$ cat src/logic/pced_cfg.svh
// constants of the pin change edge detector: widths, offsets, masks, resets
`ifndef PCED_CFG_SVH
`define PCED_CFG_SVH
// register bus and port geometry
`define PCED_ADDR_W     8
`define PCED_DATA_W     8
`define PCED_NPORT      4
`define PCED_NEVT       4
// register offsets (one byte per register)
`define PCED_GRP_RISE   6'h00
`define PCED_GRP_FALL   6'h01
`define PCED_GRP_FLAG   6'h02
`define PCED_ADR_CTRL   8'h0c
`define PCED_ADR_PERIPH_INT_REQUEST_REG0   8'h0d
`define PCED_ADR_EVST   8'h0e
`define PCED_ADR_EVCLR  8'h0f
`define PCED_ADR_EVEN   8'h10
// field positions
`define PCED_CTRL_MIE   0
`define PCED_PERIPH_INT_REQUEST_REG0_SUM   0
`define PCED_E_PIN      3
// implemented pins per port
`define PCED_MASK_A     8'hff
`define PCED_MASK_B     8'hff
`define PCED_MASK_C     8'hff
`define PCED_MASK_E     8'h08
// reset values and settle time of the sampler
`define PCED_RST_BYTE   8'h00
`define PCED_RST_EVT    4'h0
`define PCED_SETTLE     3
`endif

$ cat src/logic/pced_pkg.sv
// types shared by the pin change edge detector files
`default_nettype none
`include "pced_cfg.svh"
package pced_pkg;
    // pins of the four ports as they arrive from the pads
    typedef struct packed {
        logic [7:0] a;   // port a pins
        logic [7:0] b;   // port b pins
        logic [7:0] c;   // port c pins
        logic       e3;  // single pin 3 of port e
    } pced_pins_type;
    // one register bus request
    typedef struct packed {
        logic [`PCED_ADDR_W-1:0] addr;   // byte address
        logic [`PCED_DATA_W-1:0] wdata;  // write data
        logic                    wr;     // write strobe
        logic                    rd;     // read strobe
    } pced_bus_req_type;
    // one byte per port
    typedef logic [`PCED_NPORT-1:0][`PCED_DATA_W-1:0] pced_port_arr_type;
endpackage : pced_pkg
`default_nettype wire

$ cat src/logic/pced_top.sv
// pin change edge detector: registers, ports, interrupt and wake logic
//
// Decided for this implementation: strobed register access and the register addresses.
`timescale 1ns/1ps
`default_nettype none
`include "pced_cfg.svh"
module pced_top #(
    parameter int PORT_W = 8
) (
    input  wire logic                      core_clk,
    input  wire logic                      nrst,
    input  wire pced_pkg::pced_pins_type   pins,
    input  wire pced_pkg::pced_bus_req_type bus_req,
    input  wire logic                      sleep_mode,
    output logic [`PCED_DATA_W-1:0]        rd_data,
    output logic                           change_irq,
    output logic                           wake_req,
    output logic                           evt_irq
);
    // the register bytes are exactly one port wide
    if (PORT_W != `PCED_DATA_W) begin : g_bad_w
        $error("pced_top: PORT_W must equal the data width");
    end

    // implemented pins of each port, port e has pin 3 only
    localparam pced_pkg::pced_port_arr_type PORT_MASK =
        {`PCED_MASK_E, `PCED_MASK_C, `PCED_MASK_B, `PCED_MASK_A};

    // ------------------------------------------------------------
    // state
    // ------------------------------------------------------------
    pced_pkg::pced_port_arr_type rise_en_reg;   // rising enables
    pced_pkg::pced_port_arr_type fall_en_reg;   // falling enables
    logic                        master_reg;    // master enable
    logic [`PCED_NEVT-1:0]       evt_stat_reg;  // sticky events
    logic [`PCED_NEVT-1:0]       evt_stat_next; // next events
    logic [`PCED_NEVT-1:0]       evt_en_reg;    // event enables
    logic [`PCED_DATA_W-1:0]     rd_data_reg;   // read answer
    logic                        change_irq_reg;// change request
    logic                        wake_reg;      // wake pulse
    logic                        evt_irq_reg;   // event irq

    // ------------------------------------------------------------
    // per-port datapath
    // ------------------------------------------------------------
    pced_pkg::pced_port_arr_type pin_vec;       // raw pins
    pced_pkg::pced_port_arr_type edge_arr;      // enabled edges
    pced_pkg::pced_port_arr_type flag_arr;      // sticky flags
    pced_pkg::pced_port_arr_type new_arr;       // newly set flags
    logic [`PCED_NEVT-1:0]       evt_set;       // per-port new flag

    // gather the pad pins into one byte per port
    assign pin_vec[0] = pins.a;
    assign pin_vec[1] = pins.b;
    assign pin_vec[2] = pins.c;
    // lone port e pin sits at its own bit position
    assign pin_vec[3] = `PCED_DATA_W'(pins.e3) << `PCED_E_PIN;

    // ------------------------------------------------------------
    // bus decode
    // ------------------------------------------------------------
    // port index and register group from the address
    wire [1:0] port_sel = bus_req.addr[1:0];
    wire [5:0] grp      = bus_req.addr[`PCED_ADDR_W-1:2];

    // group hits
    wire hit_rise  = (grp == `PCED_GRP_RISE);
    wire hit_fall  = (grp == `PCED_GRP_FALL);
    wire hit_flag  = (grp == `PCED_GRP_FLAG);
    wire hit_ctrl  = (bus_req.addr == `PCED_ADR_CTRL);
    wire hit_periph_int_request_reg0  = (bus_req.addr == `PCED_ADR_PERIPH_INT_REQUEST_REG0);
    wire hit_evst  = (bus_req.addr == `PCED_ADR_EVST);
    wire hit_evclr = (bus_req.addr == `PCED_ADR_EVCLR);
    wire hit_even  = (bus_req.addr == `PCED_ADR_EVEN);

    // write strobes per register
    wire wr_rise  = bus_req.wr && hit_rise;
    wire wr_fall  = bus_req.wr && hit_fall;
    wire wr_flag  = bus_req.wr && hit_flag;
    wire wr_ctrl  = bus_req.wr && hit_ctrl;
    wire wr_evclr = bus_req.wr && hit_evclr;
    wire wr_even  = bus_req.wr && hit_even;

    // write data trimmed to the pins that exist on the port
    wire [`PCED_DATA_W-1:0] wr_masked = bus_req.wdata & PORT_MASK[port_sel];

    // ------------------------------------------------------------
    // one detector and one flag bank per port
    // ------------------------------------------------------------
    for (genvar p = 0; p < `PCED_NPORT; p++) begin : g_port
        // clear strobe aimed at this port only
        wire clr_here = wr_flag && (port_sel == 2'(p));

        // synchronise and detect enabled edges
        pced_edge_detect #(
            .W         (PORT_W)
        ) u_edge (
            .core_clk  (core_clk),
            .nrst      (nrst),
            .pin_async (pin_vec[p]),
            .rise_en   (rise_en_reg[p]),
            .fall_en   (fall_en_reg[p]),
            .edge_hit  (edge_arr[p])
        );

        // sticky flags, set regardless of the master enable
        pced_flag_bank #(
            .W         (PORT_W),
            .MASK      (PORT_MASK[p])
        ) u_flag (
            .core_clk  (core_clk),
            .nrst      (nrst),
            .set_vec   (edge_arr[p]),
            .clr_wr    (clr_here),
            .wdata     (bus_req.wdata),
            .flags_reg (flag_arr[p]),
            .new_set   (new_arr[p])
        );

        // a port raised a fresh flag
        assign evt_set[p] = |new_arr[p];
    end

    // any flag of any port
    wire summary  = |flag_arr;
    // any enabled edge this cycle
    wire edge_any = |edge_arr;

    // ------------------------------------------------------------
    // configuration registers
    // ------------------------------------------------------------
    // rising and falling enables, one byte per port
    always_ff @(posedge core_clk) begin
        if (!nrst) begin
            rise_en_reg <= '0;
            fall_en_reg <= '0;
        end else begin
            if (wr_rise) begin
                rise_en_reg[port_sel] <= wr_masked;
            end
            if (wr_fall) begin
                fall_en_reg[port_sel] <= wr_masked;
            end
        end
    end

    // master enable and event enables
    always_ff @(posedge core_clk) begin
        if (!nrst) begin
            master_reg <= 1'b0;
            evt_en_reg <= `PCED_RST_EVT;
        end else begin
            if (wr_ctrl) begin
                master_reg <= bus_req.wdata[`PCED_CTRL_MIE];
            end
            if (wr_even) begin
                evt_en_reg <= bus_req.wdata[`PCED_NEVT-1:0];
            end
        end
    end

    // ------------------------------------------------------------
    // event status: fresh flag per port, write one to clear
    // ------------------------------------------------------------
    // the set wins over a clear in the same cycle
    wire [`PCED_NEVT-1:0] evt_clr =
        wr_evclr ? bus_req.wdata[`PCED_NEVT-1:0] : `PCED_RST_EVT;
    assign evt_stat_next = (evt_stat_reg & ~evt_clr) | evt_set;

    // sticky event bits
    always_ff @(posedge core_clk) begin
        if (!nrst) begin
            evt_stat_reg <= `PCED_RST_EVT;
        end else begin
            evt_stat_reg <= evt_stat_next;
        end
    end

    // ------------------------------------------------------------
    // read path
    // ------------------------------------------------------------
    // control and summary bytes
    wire [`PCED_DATA_W-1:0] ctrl_rd =
        `PCED_DATA_W'(master_reg) << `PCED_CTRL_MIE;
    wire [`PCED_DATA_W-1:0] periph_int_request_reg0_rd =
        `PCED_DATA_W'(summary) << `PCED_PERIPH_INT_REQUEST_REG0_SUM;
    wire [`PCED_DATA_W-1:0] evst_rd = `PCED_DATA_W'(evt_stat_reg);
    wire [`PCED_DATA_W-1:0] even_rd = `PCED_DATA_W'(evt_en_reg);

    // select; clear register and unmapped addresses read zero
    wire [`PCED_DATA_W-1:0] rd_mux =
        hit_rise ? rise_en_reg[port_sel] :
        hit_fall ? fall_en_reg[port_sel] :
        hit_flag ? flag_arr[port_sel]    :
        hit_ctrl ? ctrl_rd               :
        hit_periph_int_request_reg0 ? periph_int_request_reg0_rd               :
        hit_evst ? evst_rd               :
        hit_even ? even_rd               :
        `PCED_RST_BYTE;

    // answer stands only in the cycle after the strobe
    always_ff @(posedge core_clk) begin
        if (!nrst) begin
            rd_data_reg <= `PCED_RST_BYTE;
        end else begin
            rd_data_reg <= bus_req.rd ? rd_mux : `PCED_RST_BYTE;
        end
    end

    // ------------------------------------------------------------
    // interrupt and wake outputs
    // ------------------------------------------------------------
    // change request follows the flags, gated by the master
    always_ff @(posedge core_clk) begin
        if (!nrst) begin
            change_irq_reg <= 1'b0;
            evt_irq_reg    <= 1'b0;
        end else begin
            change_irq_reg <= master_reg && summary;
            evt_irq_reg    <= |(evt_stat_reg & evt_en_reg);
        end
    end

    // wake rises in the same edge that sets the flag
    always_ff @(posedge core_clk) begin
        if (!nrst) begin
            wake_reg <= 1'b0;
        end else begin
            wake_reg <= sleep_mode && master_reg && edge_any;
        end
    end

    // outputs straight from flip-flops
    assign rd_data    = rd_data_reg;
    assign change_irq = change_irq_reg;
    assign wake_req   = wake_reg;
    assign evt_irq    = evt_irq_reg;
endmodule : pced_top
`default_nettype wire

$ cat src/logic/pced_edge_detect.sv
// pin synchroniser and enabled rise/fall detector for one port
`timescale 1ns/1ps
`default_nettype none
`include "pced_cfg.svh"
module pced_edge_detect #(
    parameter int W = 8
) (
    input  wire logic         core_clk,
    input  wire logic         nrst,
    input  wire logic [W-1:0] pin_async,
    input  wire logic [W-1:0] rise_en,
    input  wire logic [W-1:0] fall_en,
    output logic      [W-1:0] edge_hit
);
    if (W < 1) begin : g_bad_w
        $error("pced_edge_detect: W must be at least 1");
    end
    logic [W-1:0]             meta_reg;  // first sampler, read by sync_reg only
    logic [W-1:0]             sync_reg;  // clean pin level
    logic [W-1:0]             prev_reg;  // level one cycle earlier
    logic [`PCED_SETTLE-1:0]  vld_reg;   // history is trustworthy once full
    // two-stage sampling and the one-cycle-old copy
    always_ff @(posedge core_clk) begin
        if (!nrst) begin
            meta_reg <= '0;
            sync_reg <= '0;
            prev_reg <= '0;
            vld_reg  <= '0;
        end else begin
            meta_reg <= pin_async;
            sync_reg <= meta_reg;
            prev_reg <= sync_reg;
            vld_reg  <= {vld_reg[`PCED_SETTLE-2:0], 1'b1};
        end
    end
    // a pin high at reset release must not look like a rising edge
    wire          hist_ok = vld_reg[`PCED_SETTLE-1];
    wire [W-1:0]  rise    = sync_reg & ~prev_reg & rise_en;
    wire [W-1:0]  fall    = ~sync_reg & prev_reg & fall_en;
    // both enables give both directions, any mix of pins
    assign edge_hit = hist_ok ? (rise | fall) : '0;
endmodule : pced_edge_detect
`default_nettype wire

$ cat src/logic/pced_flag_bank.sv
// sticky per-pin change flags of one port, cleared by writing zero
`timescale 1ns/1ps
`default_nettype none
module pced_flag_bank #(
    parameter int           W    = 8,
    parameter logic [W-1:0] MASK = '1
) (
    input  wire logic         core_clk,
    input  wire logic         nrst,
    input  wire logic [W-1:0] set_vec,
    input  wire logic         clr_wr,
    input  wire logic [W-1:0] wdata,
    output logic      [W-1:0] flags_reg,
    output logic      [W-1:0] new_set
);
    if (W < 1) begin : g_bad_w
        $error("pced_flag_bank: W must be at least 1");
    end
    logic [W-1:0] flags_next;  // next flag value
    // a zero written clears, a one keeps; an edge in the same cycle wins
    wire  [W-1:0] kept = clr_wr ? (flags_reg & wdata) : flags_reg;
    assign flags_next = (kept | set_vec) & MASK;
    // flags that were clear and are being set now
    assign new_set    = set_vec & ~flags_reg & MASK;
    // flag storage
    always_ff @(posedge core_clk) begin
        if (!nrst) begin
            flags_reg <= '0;
        end else begin
            flags_reg <= flags_next;
        end
    end
endmodule : pced_flag_bank
`default_nettype wire

$ cat config.mk
export PLATFORM = sky130hd
export DESIGN_NAME = pced_top
export DESIGN_NICKNAME = d
export VERILOG_FILES = /design/src/logic/pced_pkg.sv /design/src/logic/pced_top.sv /design/src/logic/pced_edge_detect.sv /design/src/logic/pced_flag_bank.sv
export VERILOG_INCLUDE_DIRS = /design/src /design/src/logic
export SDC_FILE = /design/constraint.sdc
export NUM_CORES = 1
export LEC_CHECK = 0
export BUFFER_PORTS_ARGS = -buffer_cell sky130_fd_sc_hd__buf_2
export CAP_MARGIN = 5
export CORE_ASPECT_RATIO = 1.5
export CORE_MARGIN = 5
export CORE_UTILIZATION = 56
export CTS_BUF_LIST = sky130_fd_sc_hd__clkbuf_2 sky130_fd_sc_hd__clkbuf_4 sky130_fd_sc_hd__clkbuf_8
export CTS_CLUSTER_DIAMETER = 200
export DETAILED_ROUTE_END_ITERATION = 10
export HOLD_SLACK_MARGIN = 0.03
export PLACE_DENSITY = 0.78
export SYNTH_ARGS = -nofsm -noshare
export SYNTH_HDL_FRONTEND = slang
export SYNTH_SLANG_ARGS = --single-unit
$ cat constraint.sdc
create_clock -name core_clk -period 2.3 [get_ports core_clk]
set_input_delay 0.46 -clock core_clk [delete_from_list [all_inputs] [get_ports core_clk]]
set_output_delay 0.46 -clock core_clk [all_outputs]
set_load 0.01 [all_outputs]
==> summary.txt, run 1 <==
Die
  • Initial Utilization: 0.569
  • Rows: 52
  • Chip width: around 110 µm
  • # IOs: 57
  • Die area: approximately 16,000 µm²
  • Die H: about 150 µm
  • Core area: approximately 13,000 µm²

Setup path
  • CP required: around 2.7 ns
  • Critical Path Fanout Max: 25
  • CP Capture Type: register
  • Critical path class: register to register
  • Arr. time, crit path: between 2 and 3 ns
  • Worst r2r src: g_port[3].u_edge.vld_reg[2]
  • CP startpoint: g_port[3].u_edge.vld_reg[2]
  • Worst setup SP type: register
  • R2R cell count: 4

Clock network
  • Clk buf depth: 2
  • TritonCTS clock tree: done
  • Resized cells post-CTS: 0
  • CTS root buf: clkbuf_8
  • Hold_buf cts: 0
  • Clk Latency, worst-skew pair: ~0.45 ns
  • Worst-path clk slew: around 0.1 ns
  • Setup Fix Bufs, Post-CTS: 0
  • CTS sink cnt: 187
  • H-tree lvl count: 4
  • CTS Buf Count: 17

Timing
  • Worst Max-Slew Pin Slew: 0.916 ns
  • Min Tclk post-route: 2.17 ns
  • Final Hold Vio Count: 0
  • Worst slew margin: 0.389
  • RSZ-0062 raised after global routing: false
  • Final worst slack: 0.129 ns
  • Max Slew Vio Count: 0
  • Sum Neg Setup Slack: 0 ns
  • Fmax achieved: 0.461 GHz
  • Clk_skew: 0.0148 ns
  • Final setup viols: 0
  • Period utilization: 0.944

Synth
  • Synth async-reset ratio: 0
  • Post-synth EDFFs: 0
  • Share of the synthesized area in the top cell type: 0.488
  • Most common cell in the netlist: dfxtp_1
  • Area contributors post-synth: dfxtp_1 49%, mux2i_1 7.8%, and2_1 6.9%
  • Sequential area share after synthesis: 0.488
  • Cells after synthesis: 738
  • Mapped cell area: about 7700 µm²
  • Most frequent cells after synthesis: 187 x dfxtp_1, 84 x and2_1, 60 x mux2i_1
  • Syn nets: 784
  • Yosys warnings: 0
  • Main flop type after synthesis: dfxtp_1
  • Distinct cells, synth: 50
  • Yosys top cell by area: dfxtp_1
  • Seq cells post-synth: about 190
  • Mean Syn Cell Area: about 10 µm²

Min path
  • Worst hold stages: 2
  • Hold Crit Class: primary input to register
  • Hold_sp: pins[21]

Global route
  • Via count of the first global-routing pass: between 6,000 and 7,000
  • Initial antenna violation count: 0
  • GRT overflow: 0
  • GRT Util Overall: 0.241
  • Largest net degree at the start of global routing: about 110
  • First-pass GRT wire length: 30.9 mm

Detailed routing
  • Routed via count: 5,745
  • Drt pass-1 iters: 4
  • Wire length per cell: just under 20 µm
  • DRT Wirelength: ~19 mm
  • Via/cell ratio: ~5.9
  • Final ANT Viol Nets: 0
  • Number of remaining DRC errors: 0
  • Drt initial violations: approximately 370

Pwr
  • Total design power: 5.69 mW
  • Pwr dens: between 600 and 700 nW/µm²
  • Leak: about 3.4 nW
  • VDD IR max: 0.485 mV

Placement
  • Detailed Place HPWL: about 14 mm
  • Port bufs: 56
  • Worst slack, placed: -0.0527 ns
  • Gpl congestion: approximately 0.92

Flow run
  • Max_cap viols: 0

Layout
  • Final net count: ~840
  • # diodes: 0
  • Layout cell share with drive strength beyond 1: 0.176
  • Area Growth Syn to Fin: 12.7%

Run status
  • Status: complete, no violations
cells in the final DEF, fill, tap and decap left out, types with 20 or more instances in the layout:
cell type / netlist / final
dfxtp_1: 187 / 187
and2_1: 84 / 84
buf_2: 4 / 55
nor2_1: 20 / 20
o21ai_0: 57 / 57
mux2i_1: 60 / 60
and3b_1: 50 / 50
nor2b_1: 59 / 59
a21boi_0: 31 / 31
buf_4: 2 / 24
final cells by class:
cell class                      instances  area (µm²)
Multi-Input combinational cell        496        3700
Sequential cell                       187        3740
Clock buffer                           17         234
Clock inverter                         14         153
Fill cell                            1097        4820
Timing Repair Buffer                   85         576
Inverter                               10        37.5
Tap cell                              162         203
routing by layer:
metal / global-route usage / up-vias / routed length (µm)
li1: - / 2721 / -
met1: 0.286 / 2721 / 7450
met2: 0.409 / 224 / 9330
met3: 0.0456 / 79 / 1060
met4: 0.129 / 0 / 942
met5: 0 / - / 0
report_power, final:
part	switching [mW]	leakage (nW)	total (mW)	internal (mW)
Sequential	0.0265	1.52	3.32	3.29
Combinational	0.159	1.73	0.292	0.133
Clock	1.27	0.189	2.08	0.810
cell families after synthesis:
family	count (synthesis)	synth area share
mux	77	0.128
flops	187	0.488
compound gates	131	0.110
buf+inv	55	0.0295
simple gates	288	0.244
path summary, 6_finish.rpt:
path	slack, ns	to
worst max-delay path	0.13	evt_stat_reg[1]
worst min-delay path	0.20	g_port[0].u_edge.meta_reg[4]
worst max register to register	0.13	evt_stat_reg[1]
worst min register to register	0.44	g_port[2].u_edge.sync_reg[2]
stage by stage:
stage	cells	utilization	instance area, µm²	hold WS [ns]
floorplan	738	-	7670	0.405
CTS	971	0.642	8640	0.177
global placement	940	0.613	8260	0.411
detailed placement	940	0.613	8260	0.418
finish	971	0.642	8640	0.204
global route	971	0.642	8640	0.172
critical path: stages, from the launching register on:
cell and delay (ns):
dfxtp_1 0.93, o21ai_0 0.54, o22a_1 0.35, o221ai_1 0.07, o41a_1 0.20
No activity file was read; power rests on OpenSTA's default activity.
==> inputs of run 2 (changes only) <==
- ABC_CLOCK_PERIOD_IN_PS: default -> 2300
- CORE_UTILIZATION: 56 -> 50
- PLACE_DENSITY: 0.78 -> 0.71
==> summary.txt, run 2 (synthesis gave the netlist of run 1 again) <==
Layout
  • Most common cell after layout, fill and taps aside: dfxtp_1 (unchanged)
  • Design area: 8700 µm² (was 8640 µm²)
  • Fillers: 1,320 (was 1,097)
  • Final std cells w/o fill: 1,012 (was 971)
  • Final net count: 846 (was 843)
  • Most frequent cells in the layout: 187 x dfxtp_1, 84 x and2_1, 60 x mux2i_1 (unchanged)
  • # diodes: 0 (unchanged)
  • Layout cell share with drive strength beyond 1: 0.180 (was 0.176)
  • Reg area: 3740 µm² (unchanged)
  • Area Growth Syn to Fin: 13.5% (was 12.7%)
  • Util after Layout: 0.577 (was 0.642)
  • Multi-input gate area: 3700 µm² (unchanged)

Placement
  • Port bufs: 56 (unchanged)
  • Gpl congestion: 0.992 (was 0.918)
  • Cells after DPL: 980 (was 940)
  • Worst slack, placed: -0.000436 ns (was -0.0527 ns)
  • Detailed Place HPWL: 13.8 mm (was 13.5 mm)
  • Placed instance area: 8300 µm² (was 8260 µm²)

Timing
  • Sum Neg Setup Slack: 0 ns (unchanged)
  • Worst hold slack: 0.196 ns (was 0.204 ns)
  • Period utilization: 0.866 (was 0.944)
  • Final Hold Vio Count: 0 (unchanged)
  • Fmax achieved: 0.502 GHz (was 0.461 GHz)
  • Max Slew Vio Count: 0 (unchanged)
  • Min Tclk post-route: 1.99 ns (was 2.17 ns)
  • Final setup viols: 0 (unchanged)
  • Worst Max-Slew Pin Slew: 0.887 ns (was 0.916 ns)
  • RSZ-0062 raised after global routing: false (unchanged)
  • Final worst slack: 0.308 ns (was 0.129 ns)
  • Worst slew margin: 0.408 (was 0.389)
  • Clk_skew: 0.0112 ns (was 0.0148 ns)

Die
  • # IOs: 57 (unchanged)
  • Chip width: 111 µm (was 106 µm)
  • Core area: 15,100 µm² (was 13,500 µm²)
  • Die area: 18,000 µm² (was 16,200 µm²)
  • Initial Utilization: 0.509 (was 0.569)
  • Die H: 162 µm (was 153 µm)
  • Rows: 55 (was 52)

Setup path
  • Critical Path Fanout Max: 25 (unchanged)
  • Arr. time, crit path: 2.40 ns (was 2.56 ns)
  • CP Capture Type: register (unchanged)
  • Slowest stage delay, CP: 0.91 ns (was 0.93 ns)
  • Delay-heaviest family, CP: compound AO/OA/AOI/OAI gates (unchanged)
  • CP required: 2.70 ns (was 2.69 ns)
  • Worst path bufs/invs: 0 (unchanged)
  • Worst setup SP type: register (unchanged)
  • Critical path class: register to register (unchanged)
  • CP max-delay cell: dfxtp_1 (unchanged)
  • Crit path cell chain: o21ai_0 -> o22ai_1 -> o41a_1 (was o21ai_0 -> o22a_1 -> o221ai_1 -> o41a_1)

Flow run
  • Max_cap viols: 0 (unchanged)

Clock network
  • Clk Latency, worst-skew pair: 0.46 ns (was 0.45 ns)
  • TritonCTS clock tree: done (unchanged)
  • CTS root buf: clkbuf_8 (unchanged)
  • Resized cells post-CTS: 0 (unchanged)
  • Hold_buf cts: 0 (unchanged)
  • H-tree lvl count: 4 (unchanged)
  • Worst-path clk slew: 0.09 ns (was 0.10 ns)
  • CTS sink cnt: 187 (unchanged)
  • CTS Buf Count: 17 (unchanged)
  • Setup Fix Bufs, Post-CTS: 0 (unchanged)
  • Clk buf depth: 2 (unchanged)

Detailed routing
  • Wire length per cell: 18.8 µm (was 19.3 µm)
  • Routed via count: 5,726 (was 5,745)
  • Drt initial violations: 515 (was 374)
  • Via/cell ratio: 5.66 (was 5.92)
  • DRT Wirelength: 19.0 mm (was 18.8 mm)
  • Final ANT Viol Nets: 0 (unchanged)
  • Number of remaining DRC errors: 0 (unchanged)
  • Drt pass-1 iters: 5 (was 4)

Global route
  • Via count of the first global-routing pass: 5,673 (was 6,027)
  • Largest net degree at the start of global routing: 82 (was 109)
  • First-pass GRT wire length: 30.5 mm (was 30.9 mm)
  • Initial antenna violation count: 0 (unchanged)
  • GRT Util Overall: 0.215 (was 0.241)
  • GRT overflow: 0 (unchanged)

Min path
  • Hold Crit Class: primary input to register (unchanged)

Pwr
  • Leak: 3.46 nW (was 3.44 nW)
  • VDD IR max: 0.379 mV (was 0.485 mV)
  • Total design power: 5.78 mW (was 5.69 mW)
  • Pwr dens: 664 nW/µm² (was 658 nW/µm²)

Run status
  • Status: complete, no violations (unchanged)
[run 2: final timing paths]
kind | from | endpoint | slack (ns) | depth (start not counted)
setup / recovery | g_port[3].u_edge.vld_reg[2] | evt_stat_reg[1] | 0.31 | 3
setup reg to reg | g_port[3].u_edge.vld_reg[2] | evt_stat_reg[1] | 0.31 | 3
hold / removal | pins[19] | g_port[0].u_edge.meta_reg[2] | 0.20 | 2
hold reg to reg | rise_en_reg[31] | rise_en_reg[31] | 0.43 | 2
[run 2: worst register-to-register path: stages (launching register included)]
cell and delay [ns]:
dfxtp_1 0.91, o21ai_0 0.56, o22ai_1 0.30, o41a_1 0.18
[run 2: where the power goes]
group          internal [mW]  switching, mW  leakage, nW
Sequential              3.29         0.0266         1.52
Combinational          0.132          0.162         1.74
Clock                  0.960           1.21        0.206
Total                   4.38           1.39         3.46
[run 2: cell type report]
class | count | area share
clock inverters | 12 | 0.0152
well taps | 199 | 0.0286
clock buffers | 20 | 0.0309
repair buffers | 88 | 0.0659
inverters | 10 | 0.00431
flip-flops and latches | 187 | 0.430
multi-input cells | 496 | 0.425
[run 2: routing by layer]
layer	global-route usage	vias to the layer above	wire (µm)
li1	-	2726	-
met1	0.260	2734	7740
met2	0.375	219	9570
met3	0.0447	47	1110
met4	0.0869	0	610
met5	0	-	0
